### src/adcsq_pkg.sv
// Package for the converter sequencing control block.
// Assumes an APB slave with 32-bit data; each register is one word at index*4.
package adcsq_pkg;
   // Register indices, address width and the shift to byte addresses
   localparam logic [7:0] IDX_CONTROL_A      = 8'h00;
   localparam logic [7:0] IDX_CONTROL_B      = 8'h01;
   localparam logic [7:0] IDX_CONTROL_C      = 8'h02;
   localparam logic [7:0] IDX_CONTROL_D      = 8'h03;
   localparam logic [7:0] IDX_CONTROL_E      = 8'h04;
   localparam logic [7:0] IDX_SAMPLE_LEN     = 8'h05;
   localparam logic [7:0] IDX_INPUT_SELECT   = 8'h06;
   localparam logic [7:0] IDX_COMMAND        = 8'h08;
   localparam logic [7:0] IDX_EVENT_CONTROL  = 8'h09;
   localparam logic [7:0] IDX_IRQ_ENABLE     = 8'h0a;
   localparam logic [7:0] IDX_IRQ_FLAGS      = 8'h0b;
   localparam logic [7:0] IDX_DEBUG_CONTROL  = 8'h0c;
   localparam logic [7:0] IDX_SCRATCH_BYTE   = 8'h0d;
   localparam logic [7:0] IDX_RESULT         = 8'h10;
   localparam logic [7:0] IDX_WIN_LOW        = 8'h12;
   localparam logic [7:0] IDX_WIN_HIGH       = 8'h14;
   localparam logic [7:0] IDX_CALIBRATION    = 8'h16;
   localparam int         ADDR_W             = 8;
   localparam int         BYTE_SHIFT         = 2;

   // Control A fields
   localparam int BIT_ENABLE       = 0;
   localparam int BIT_CONT_MODE    = 1;
   localparam int BIT_RES_SELECT   = 2;
   localparam int BIT_STANDBY_RUN  = 7;
   localparam logic [7:0] CONTROL_A_MASK = 8'h87;
   // Other fields
   localparam int BIT_START_CMD    = 0;
   localparam int BIT_EVENT_START  = 0;
   localparam int BIT_FLAG_RESULT_READY_FLAG  = 0;
   localparam int BIT_FLAG_WINDOW  = 1;
   localparam logic [7:0] FLAGS_MASK      = 8'h03;
   localparam logic [7:0] CONTROL_B_MASK  = 8'h07;
   localparam logic [7:0] CONTROL_C_MASK  = 8'h77;
   localparam logic [7:0] CONTROL_E_MASK  = 8'h07;
   localparam logic [7:0] SAMPLE_LEN_MASK = 8'h1f;
   localparam logic [7:0] INPUT_SEL_MASK  = 8'h1f;
   localparam logic [7:0] BIT0_MASK       = 8'h01;
   localparam logic [7:0] REG_RESET       = 8'h00;
   localparam logic [15:0] WORD_RESET     = 16'h0000;

   // Window comparator modes
   localparam logic [2:0] WIN_NONE    = 3'h0;
   localparam logic [2:0] WIN_BELOW   = 3'h1;
   localparam logic [2:0] WIN_ABOVE   = 3'h2;
   localparam logic [2:0] WIN_INSIDE  = 3'h3;
   localparam logic [2:0] WIN_OUTSIDE = 3'h4;

   // Timing: converter clock ticks per sample, largest accumulation select
   localparam int         SAMPLE_TICKS   = 13;
   localparam logic [2:0] ACC_MAX_SEL    = 3'h6;

   // Sequencer states
   typedef enum logic [1:0] {ST_IDLE, ST_INIT, ST_CONV} adcsq_state_t;
endpackage : adcsq_pkg

### src/adcsq_ctrl.sv
// Converter sequencing control: APB register bank, start logic, sleep handling.
// Assumes the analog core presents a settled 10-bit sample on conv_sample at the
// end of each sampling period, and the sleep controller drives level sleep inputs.
`timescale 1ns/100ps
// Function
// - Standby without standby-run stops the converter
// - Standby-run keeps converter fully working in standby
// - Ongoing conversion completes, interrupts raised, in standby with standby-run
// - Clock requested only while converting, then released
// - Event rising edge sets start command, starts
// - Completion sets result-ready, clears start command
// - No conversion starts during power-down
// - Power-down freezes conversion; flag set later, result invalid
// - Resolution zero stores full ten-bit value
// - Resolution one drops two low bits
// - Continuous mode restarts right after each completion
// - Control A bit zero enables the converter
// - Standby-run is control A bit seven, resets zero
// - Event start accepted only with event-start enable
// - Interrupt asserted while flag and enable both set
module adcsq_ctrl #(
   parameter int SAMPLE_TICKS = adcsq_pkg::SAMPLE_TICKS
) (
   // Clock, reset, enable
   input  wire logic        pclk,
   input  wire logic        presetn,
   input  wire logic        clk_en,
   // APB slave
   input  wire logic        psel,
   input  wire logic        penable,
   input  wire logic        pwrite,
   input  wire logic [7:0]  paddr,
   input  wire logic [31:0] pwdata,
   output logic      [31:0] prdata,
   output logic             pready,
   output logic             pslverr,
   // Event and sleep inputs
   input  wire logic        event_trigger,
   input  wire logic        sleep_standby,
   input  wire logic        sleep_powerdown,
   // Analog core
   input  wire logic [9:0]  conv_sample,
   output logic             conv_active,
   // System outputs
   output logic             clk_request,
   output logic             irq
);
   // Register storage
   logic [7:0]  control_a, control_b, control_c, control_d, control_e;
   logic [7:0]  sample_length_ctrl, input_select, event_control, irq_enable;
   logic [7:0]  irq_flags, debug_control, scratch_byte, calibration;
   logic [15:0] conversion_result, window_low_threshold, window_high_threshold;
   logic        start_conversion_cmd;
   // Sequencer
   adcsq_pkg::adcsq_state_t state;
   logic [7:0]  div_cnt;
   logic [8:0]  init_cnt;
   logic [7:0]  tick_cnt;
   logic [6:0]  samp_cnt;
   logic [15:0] acc;
   logic        init_pending;
   logic        event_prev;
   logic        enable_prev;
   // Decoded controls
   logic        enable, continuous_conv_mode, resolution_select, standby_run_bit;
   logic        event_start_enable, run_ok, tick, sample_end, conv_done;
   logic        wr_en, rd_setup, sw_start, ev_start, start_req, win_hit;
   logic [7:0]  widx;
   logic [15:0] scaled, final_value;
   logic [31:0] next_prdata;
   logic        mapped;
   assign enable               = control_a[adcsq_pkg::BIT_ENABLE];
   assign continuous_conv_mode = control_a[adcsq_pkg::BIT_CONT_MODE];
   assign resolution_select    = control_a[adcsq_pkg::BIT_RES_SELECT];
   assign standby_run_bit      = control_a[adcsq_pkg::BIT_STANDBY_RUN];
   assign event_start_enable   = event_control[adcsq_pkg::BIT_EVENT_START];
   // Converter may advance only when enabled and not held by sleep
   assign run_ok = enable && !sleep_powerdown
                   && (!sleep_standby || standby_run_bit);
   // Clock divider period from prescaler field, minus one
   function automatic logic [7:0] div_max(input logic [2:0] presc);
      div_max = 8'((9'h002 << presc) - 9'h001);
   endfunction : div_max
   // Init delay in converter ticks; reserved codes act as the longest delay
   function automatic logic [8:0] init_ticks(input logic [2:0] sel);
      init_ticks = (sel == 3'h0) ? 9'h000 :
                   (sel > 3'h5)  ? 9'h100 : 9'(9'h008 << sel);
   endfunction : init_ticks
   // Samples per result, minus one; reserved code treated as largest
   function automatic logic [6:0] acc_last(input logic [2:0] sel);
      logic [2:0] s;
      s = (sel > adcsq_pkg::ACC_MAX_SEL) ? adcsq_pkg::ACC_MAX_SEL : sel;
      acc_last = 7'((8'h01 << s) - 8'h01);
   endfunction : acc_last
   // Window comparison on the final accumulated value
   function automatic logic win_check(input logic [2:0] mode, input logic [15:0] v,
                                      input logic [15:0] lo, input logic [15:0] hi);
      unique case (mode)
         adcsq_pkg::WIN_BELOW:   win_check = (v < lo);
         adcsq_pkg::WIN_ABOVE:   win_check = (v > hi);
         adcsq_pkg::WIN_INSIDE:  win_check = (v > lo) && (v < hi);
         adcsq_pkg::WIN_OUTSIDE: win_check = (v < lo) || (v > hi);
         default:                win_check = 1'b0;
      endcase
   endfunction : win_check
   // Sample scaling: full width or eight MSBs
   assign scaled = resolution_select ? {8'h00, conv_sample[9:2]}
                                     : {6'h00, conv_sample};
   assign final_value = acc + scaled;
   // Converter tick and sample boundaries
   assign tick       = run_ok && (state != adcsq_pkg::ST_IDLE)
                       && (div_cnt == div_max(control_c[2:0]));
   assign sample_end = tick && (state == adcsq_pkg::ST_CONV)
                       && (tick_cnt == 8'(SAMPLE_TICKS - 1));
   assign conv_done  = sample_end && (samp_cnt == acc_last(control_b[2:0]));
   assign win_hit    = win_check(control_e[2:0], final_value,
                                 window_low_threshold, window_high_threshold);
   // APB decode; zero wait states, read data captured in setup phase
   assign widx     = 8'(paddr >> adcsq_pkg::BYTE_SHIFT);
   assign wr_en    = psel && penable && pwrite && clk_en && mapped;
   assign rd_setup = psel && !penable && !pwrite && clk_en;
   assign pready   = 1'b1;
   assign pslverr  = psel && penable && !mapped;
   // Start sources; sleep and disable block them
   assign sw_start  = wr_en && (widx == adcsq_pkg::IDX_COMMAND)
                      && pwdata[adcsq_pkg::BIT_START_CMD];
   assign ev_start  = event_trigger && !event_prev && event_start_enable;
   assign start_req = (sw_start || ev_start) && run_ok;
   // Read mux and address validity
   always_comb begin
      next_prdata = 32'h0000_0000;
      mapped      = 1'b1;
      unique case (widx)
         adcsq_pkg::IDX_CONTROL_A:     next_prdata[7:0] = control_a;
         adcsq_pkg::IDX_CONTROL_B:     next_prdata[7:0] = control_b;
         adcsq_pkg::IDX_CONTROL_C:     next_prdata[7:0] = control_c;
         adcsq_pkg::IDX_CONTROL_D:     next_prdata[7:0] = control_d;
         adcsq_pkg::IDX_CONTROL_E:     next_prdata[7:0] = control_e;
         adcsq_pkg::IDX_SAMPLE_LEN:    next_prdata[7:0] = sample_length_ctrl;
         adcsq_pkg::IDX_INPUT_SELECT:  next_prdata[7:0] = input_select;
         adcsq_pkg::IDX_COMMAND:       next_prdata[0]   = start_conversion_cmd;
         adcsq_pkg::IDX_EVENT_CONTROL: next_prdata[7:0] = event_control;
         adcsq_pkg::IDX_IRQ_ENABLE:    next_prdata[7:0] = irq_enable;
         adcsq_pkg::IDX_IRQ_FLAGS:     next_prdata[7:0] = irq_flags;
         adcsq_pkg::IDX_DEBUG_CONTROL: next_prdata[7:0] = debug_control;
         adcsq_pkg::IDX_SCRATCH_BYTE:  next_prdata[7:0] = scratch_byte;
         adcsq_pkg::IDX_RESULT:        next_prdata[15:0] = conversion_result;
         adcsq_pkg::IDX_WIN_LOW:       next_prdata[15:0] = window_low_threshold;
         adcsq_pkg::IDX_WIN_HIGH:      next_prdata[15:0] = window_high_threshold;
         adcsq_pkg::IDX_CALIBRATION:   next_prdata[7:0] = calibration;
         default:                      mapped = 1'b0;
      endcase
      if (paddr[1:0] != 2'b00) begin
         mapped      = 1'b0;
         next_prdata = 32'h0000_0000;
      end
   end

   // Read data register
   always_ff @(posedge pclk or negedge presetn) begin
      if (!presetn) begin
         prdata <= 32'h0000_0000;
      end else if (rd_setup) begin
         prdata <= next_prdata;
      end
   end

   // Plain configuration registers; writes mask reserved bits to zero
   always_ff @(posedge pclk or negedge presetn) begin
      if (!presetn) begin
         control_a             <= adcsq_pkg::REG_RESET;
         control_b             <= adcsq_pkg::REG_RESET;
         control_c             <= adcsq_pkg::REG_RESET;
         control_d             <= adcsq_pkg::REG_RESET;
         control_e             <= adcsq_pkg::REG_RESET;
         sample_length_ctrl    <= adcsq_pkg::REG_RESET;
         input_select          <= adcsq_pkg::REG_RESET;
         event_control         <= adcsq_pkg::REG_RESET;
         irq_enable            <= adcsq_pkg::REG_RESET;
         debug_control         <= adcsq_pkg::REG_RESET;
         scratch_byte          <= adcsq_pkg::REG_RESET;
         calibration           <= adcsq_pkg::REG_RESET;
         window_low_threshold  <= adcsq_pkg::WORD_RESET;
         window_high_threshold <= adcsq_pkg::WORD_RESET;
      end else if (wr_en) begin
         unique case (widx)
            adcsq_pkg::IDX_CONTROL_A:     control_a <= pwdata[7:0] & adcsq_pkg::CONTROL_A_MASK;
            adcsq_pkg::IDX_CONTROL_B:     control_b <= pwdata[7:0] & adcsq_pkg::CONTROL_B_MASK;
            adcsq_pkg::IDX_CONTROL_C:     control_c <= pwdata[7:0] & adcsq_pkg::CONTROL_C_MASK;
            adcsq_pkg::IDX_CONTROL_D:     control_d <= pwdata[7:0];
            adcsq_pkg::IDX_CONTROL_E:     control_e <= pwdata[7:0] & adcsq_pkg::CONTROL_E_MASK;
            adcsq_pkg::IDX_SAMPLE_LEN:
               sample_length_ctrl <= pwdata[7:0] & adcsq_pkg::SAMPLE_LEN_MASK;
            adcsq_pkg::IDX_INPUT_SELECT:  input_select <= pwdata[7:0] & adcsq_pkg::INPUT_SEL_MASK;
            adcsq_pkg::IDX_EVENT_CONTROL: event_control <= pwdata[7:0] & adcsq_pkg::BIT0_MASK;
            adcsq_pkg::IDX_IRQ_ENABLE:    irq_enable <= pwdata[7:0] & adcsq_pkg::FLAGS_MASK;
            adcsq_pkg::IDX_DEBUG_CONTROL: debug_control <= pwdata[7:0] & adcsq_pkg::BIT0_MASK;
            adcsq_pkg::IDX_SCRATCH_BYTE:  scratch_byte <= pwdata[7:0];
            adcsq_pkg::IDX_WIN_LOW:       window_low_threshold <= pwdata[15:0];
            adcsq_pkg::IDX_WIN_HIGH:      window_high_threshold <= pwdata[15:0];
            adcsq_pkg::IDX_CALIBRATION:   calibration <= pwdata[7:0] & adcsq_pkg::BIT0_MASK;
            default: ;
         endcase
      end
   end

   // Edge trackers for event input and enable
   always_ff @(posedge pclk or negedge presetn) begin
      if (!presetn) begin
         event_prev  <= 1'b0;
         enable_prev <= 1'b0;
      end else if (clk_en) begin
         event_prev  <= event_trigger;
         enable_prev <= enable;
      end
   end

   // Start command bit; a new request wins over the completion clear
   always_ff @(posedge pclk or negedge presetn) begin
      if (!presetn) begin
         start_conversion_cmd <= 1'b0;
      end else if (clk_en) begin
         if (!enable) begin
            start_conversion_cmd <= 1'b0;
         end else if (start_req) begin
            start_conversion_cmd <= 1'b1;
         end else if (conv_done) begin
            start_conversion_cmd <= 1'b0;
         end
      end
   end

   // Init delay is owed after each enable, so the reference can settle
   always_ff @(posedge pclk or negedge presetn) begin
      if (!presetn) begin
         init_pending <= 1'b0;
      end else if (clk_en) begin
         if (enable && !enable_prev) begin
            init_pending <= 1'b1;
         end else if (state == adcsq_pkg::ST_INIT || !enable) begin
            init_pending <= 1'b0;
         end
      end
   end

   // Clock divider; counts only while converting so it stops with the clock request
   always_ff @(posedge pclk or negedge presetn) begin
      if (!presetn) begin
         div_cnt <= 8'h00;
      end else if (clk_en) begin
         if (state == adcsq_pkg::ST_IDLE || !enable) begin
            div_cnt <= 8'h00;
         end else if (run_ok) begin
            div_cnt <= tick ? 8'h00 : div_cnt + 8'h01;
         end
      end
   end

   // Sequencer: idle, init delay, sampling; frozen while enabled and run_ok is low, forced to idle when disabled
   always_ff @(posedge pclk or negedge presetn) begin
      if (!presetn) begin
         state    <= adcsq_pkg::ST_IDLE;
         init_cnt <= 9'h000;
         tick_cnt <= 8'h00;
         samp_cnt <= 7'h00;
         acc      <= 16'h0000;
      end else if (clk_en) begin
         if (!enable) begin
            state <= adcsq_pkg::ST_IDLE;
         end else begin
            unique case (state)
               adcsq_pkg::ST_IDLE: begin
                  tick_cnt <= 8'h00;
                  samp_cnt <= 7'h00;
                  acc      <= 16'h0000;
                  init_cnt <= 9'h000;
                  if (start_conversion_cmd && run_ok) begin
                     state <= (init_pending && init_ticks(control_d[7:5]) != 9'h000)
                              ? adcsq_pkg::ST_INIT : adcsq_pkg::ST_CONV;
                  end
               end
               adcsq_pkg::ST_INIT: begin
                  if (tick) begin
                     init_cnt <= init_cnt + 9'h001;
                     if (init_cnt == init_ticks(control_d[7:5]) - 9'h001) begin
                        state <= adcsq_pkg::ST_CONV;
                     end
                  end
               end
               adcsq_pkg::ST_CONV: begin
                  if (tick) begin
                     tick_cnt <= sample_end ? 8'h00 : tick_cnt + 8'h01;
                  end
                  if (conv_done) begin
                     samp_cnt <= 7'h00;
                     acc      <= 16'h0000;
                     // Continuous mode chains straight into the next cycle
                     if (!continuous_conv_mode) begin
                        state <= adcsq_pkg::ST_IDLE;
                     end
                  end else if (sample_end) begin
                     samp_cnt <= samp_cnt + 7'h01;
                     acc      <= final_value;
                  end
               end
               default: state <= adcsq_pkg::ST_IDLE;
            endcase
         end
      end
   end

   // Result store; after a power-down freeze the value is stale by nature
   always_ff @(posedge pclk or negedge presetn) begin
      if (!presetn) begin
         conversion_result <= 16'h0000;
      end else if (clk_en && conv_done) begin
         conversion_result <= final_value;
      end
   end

   // Sticky flags, write one to clear; hardware set wins over the clear
   always_ff @(posedge pclk or negedge presetn) begin
      if (!presetn) begin
         irq_flags <= adcsq_pkg::REG_RESET;
      end else if (clk_en) begin
         if (wr_en && widx == adcsq_pkg::IDX_IRQ_FLAGS) begin
            irq_flags <= irq_flags & ~(pwdata[7:0] & adcsq_pkg::FLAGS_MASK);
         end
         if (conv_done) begin
            irq_flags[adcsq_pkg::BIT_FLAG_RESULT_READY_FLAG] <= 1'b1;
            if (win_hit) begin
               irq_flags[adcsq_pkg::BIT_FLAG_WINDOW] <= 1'b1;
            end
         end
      end
   end

   // Outputs: interrupt level, clock request, sampling activity
   assign irq         = |(irq_flags & irq_enable);
   assign clk_request = enable && (state != adcsq_pkg::ST_IDLE
                        || start_conversion_cmd);
   assign conv_active = (state == adcsq_pkg::ST_CONV) && run_ok;
endmodule : adcsq_ctrl

### config.mk
export PLATFORM = sky130hd
export DESIGN_NAME = adcsq_ctrl
export DESIGN_NICKNAME = d
export VERILOG_FILES = /design/src/adcsq_pkg.sv /design/src/adcsq_ctrl.sv
export SDC_FILE = /design/constraint.sdc
export NUM_CORES = 1
export LEC_CHECK = 0
export BUFFER_PORTS_ARGS = -buffer_cell sky130_fd_sc_hd__buf_4
export CORE_MARGIN = 8
export CORE_UTILIZATION = 60
export DETAILED_ROUTE_END_ITERATION = 7
export GPL_TIMING_DRIVEN = 0
export HOLD_SLACK_MARGIN = 0.06
export PLACE_DENSITY = 0.84
export SLEW_MARGIN = 20
export SYNTH_ARGS = -nofsm -noshare
export SYNTH_HDL_FRONTEND = slang
export SYNTH_SLANG_ARGS = --single-unit
### constraint.sdc
create_clock -name pclk -period 7.8 [get_ports pclk]
set_input_delay 1.17 -clock pclk [delete_from_list [all_inputs] [get_ports pclk]]
set_output_delay 1.17 -clock pclk [all_outputs]
set_load 0.02 [all_outputs]
==> impl_metrics.env <==
export IMPL_fin_nets=1238
export IMPL_synth_compound_area_share_pct=17.67
export IMPL_fin_crit_ns=5.331
export IMPL_num_vias=8488
export IMPL_status="finished, final reports clean"
export IMPL_wl_per_cell_um=19.03
export IMPL_ys_warnings_count=0
export IMPL_hold_class="flip-flop to flip-flop"
export IMPL_dp_hpwl_mm=18.91
export IMPL_crit_arrival_ns=5.62
export IMPL_h_tree_depth=4
export IMPL_worst_setup_path_end_kind="flip-flop"
export IMPL_crit_fanout=10
export IMPL_syn_area_per_cell_um2=9.396
export IMPL_syn_to_final_growth_pct=14.38
export IMPL_yosysSeqAreaShare_pct=42.93
export IMPL_track_usage_pct=25.97
export IMPL_ir_drop_mv=0.1658
export IMPL_p_total_mw=2.062
export IMPL_clk_pin_slew_ns=0.07
export IMPL_post_route_period_util_pct=68.35
export IMPL_rsz0062_at_grt="false"
export IMPL_synthArstFlopShare_pct=100.0
export IMPL_clock_latency_ns=0.44
export IMPL_antenna_found_initial=0
export IMPL_synthAdderAreaFrac_pct=6.478
export IMPL_synth_cells=1036
export IMPL_dieHeight_um=143.4
export IMPL_gp_congestion=0.9149
export IMPL_cts_tree="built"
export IMPL_yosys_area_share_xor_xnor_pct=2.429
export IMPL_max_freq_ghz=0.1876
export IMPL_cts_sinks=167
export IMPL_powerDensity_nw_per_um2=185.2
export IMPL_post_cts_resized=0
export IMPL_skew_ns=0.01008
export IMPL_grt_pass1_vias=8123
export IMPL_clk_path_buf_depth=2
export IMPL_drt_wl_total_mm=25.87
export IMPL_synth_top_area_cell="dfrtp_1"
export IMPL_drtAntennaViolNets=0
export IMPL_fillers=1180
export IMPL_worstSetupPathType="flip-flop to flip-flop"
export IMPL_grt_first_pass_wirelength_mm=41.81
export IMPL_critPathRequiredTime_ns=8.09
export IMPL_first_pass_iters=8
export IMPL_coreArea_um2=15890
export IMPL_yosysMostFrequentCell="dfrtp_1"
export IMPL_synth_area_leaders="dfrtp_1 (43%), mux2_2 (7.2%), ha_1 (6.2%)"
export IMPL_io_buffers=58
export IMPL_regArea_um2=4179
export IMPL_report_final_hold_viol_count=0
export IMPL_leakagePower_nw=5.162
export IMPL_synth_cell_type_count=75
export IMPL_synth_edff_count=0
export IMPL_stdcell_count=1359
export IMPL_dp_cells=1327
export IMPL_yosys_top_cells_count="dfrtp_1 (167), nand2_1 (126), o21ai_0 (100)"
export IMPL_grt_max_degree=85
export IMPL_dieArea_um2=20560
export IMPL_synth_top_cell_area_share_pct=42.93
export IMPL_overflow=0
export IMPL_ios=96
export IMPL_multi_input_area_um2=5047
export IMPL_vias_per_cell=6.246
export IMPL_finalSetupViolCount=0
export IMPL_tightest_slew_ns=1.205
export IMPL_synth_top_family_by_area="compound AO/OA/AOI/OAI gates"
export IMPL_drt_initial_drc_count=998
export IMPL_yosys_area_share_simple_pct=16.68
export IMPL_synthMuxAreaShare_pct=7.892
export IMPL_hold_buffers=0
export IMPL_slew_limit_headroom_pct=19.08
export IMPL_ys_seq_elements=167
export IMPL_drive_gt1_share_pct=17.41
export IMPL_maxSlewViolCount=0
export IMPL_cap_violations=0
export IMPL_row_count=46
export IMPL_setup_tns_ns=0
export IMPL_cts_made_buffers=17
export IMPL_route_detailed_drc=0
export IMPL_synth_cell_area_um2=9734
export IMPL_postCtsSetupBuffers=0
export IMPL_ys_flop_type="dfrtp_1"
export IMPL_die_width_um=143.4
export IMPL_initial_core_util_pct=61.28
export IMPL_root_buffer="clkbuf_16"
export IMPL_diodes=0
export IMPL_start_kind="flip-flop"
-- state kept, by name, summed over array words and instances, names as in the netlist, 2 cells and up --
name and count:
acc 16, conversion_result 16, prdata 16, window_high_threshold 16
window_low_threshold 16, init_cnt 9, control_d 8, div_cnt 8
scratch_byte 8, tick_cnt 8, samp_cnt 7, control_c 6
input_select 5, sample_length_ctrl 5, control_a 4, control_b 3
control_e 3, irq_enable 2, irq_flags 2, state 2
-- cell families (layout without fill, tap and decap cells) --
| group | Yosys count | after routing |
|---|---|---|
| other cells | 2 | 18 |
| fa+ha+maj | 50 | 50 |
| buf+inv | 128 | 219 |
| compound gates | 262 | 262 |
| mux | 69 | 69 |
| simple gates | 331 | 331 |
| xor+xnor | 27 | 27 |
| flops | 167 | 167 |
-- layout make-up --
class,instances,area share (%)
multi-input cells,757,45.33
clock inverters,14,1.438
inverters,65,2.191
repair buffers,59,4.225
well taps,216,2.427
flip-flops and latches,167,37.53
plain buffers,63,2.910
clock buffers,18,3.944
-- worst max-delay path, stage by stage, from the launching register on --
cell      delay, ns
dfrtp_1        0.43
clkbuf_1       0.44
mux2_2         0.40
ha_1           0.34
o21ai_0        0.13
o21ai_0        0.35
a21boi_0       0.23
o31ai_1        0.41
nand4_1        0.23
xnor2_1        0.44
ha_1           0.34
nand4_1        0.18
nor2_1         0.08
a221oi_1       0.40
nand3_1        0.15
and3_1         0.17
a211oi_1       0.35
o21ai_0        0.13
-- per-stage QoR --
| stage | area, µm² | worst slack, ns | hold slack [ns] | utilization (%) |
|---|---|---|---|---|
| after detailed placement | 10540 | 2.436 | 0.4712 | 66.32 |
| after CTS | 11130 | 2.599 | 0.4855 | 70.09 |
| after global routing | 11130 | 2.051 | 0.5094 | 70.09 |
| after floorplan | 9794 | 3.400 | 0.4500 | - |
| after global placement | 10500 | 2.484 | 0.4607 | 66.10 |
| final | 11130 | 2.469 | 0.4811 | 70.09 |
-- power by group --
group          switching, mW  internal [mW]
Combinational          0.159         0.0973
Sequential            0.0436          0.901
Clock                  0.373          0.488
-- path summary, 6_finish.rpt --
| check | startpoint | to | slack, ns | cells past startpoint |
|---|---|---|---|---|
| worst max-delay path | control_a[2] | irq_flags[1] | 2.47 | 17 |
| max in group asynchronous | presetn | samp_cnt[3] | 6.25 | 2 |
| worst max register to register | control_a[2] | irq_flags[1] | 2.47 | 17 |
| worst min-delay path | prdata[2] | prdata[2] | 0.48 | 1 |
| min in group asynchronous | presetn | acc[11] | 0.71 | 1 |
| worst min register to register | prdata[2] | prdata[2] | 0.48 | 1 |
-- routing by layer --
metal | part of all wire (%) | wire, µm | track usage (%) | vias to the layer above
li1 | - | - | - | 3899
met2 | 46 | 11820 | 40.34 | 425
met5 | 0 | 0 | 0 | -
met1 | 42 | 10860 | 34.22 | 4092
met3 | 9.3 | 2398 | 6.702 | 72
met4 | 3.0 | 788 | 10.07 | 0
-- layout by cell type, fill, tap and decap left out, types with 7 or more instances in the layout --
master and n:
o31ai_1 8, inv_1 64, nor4_1 9, a21oi_1 42, buf_4 74, clkbuf_16 17
nor3_1 36, a221oi_1 8, clkbuf_1 36, mux2_2 62, dfrtp_1 167, nand3_1 24
and3_1 8, or3_1 8, ha_1 48, nand2b_1 10, mux2i_1 7, o21ai_0 100
nand2_1 126, xnor2_1 22, nor2b_1 10, o31ai_2 7, a22o_1 14, conb_1 18
a22oi_1 23, nand4_1 14, nor2_1 49
Note: power is estimated with default switching activity, not from simulation.
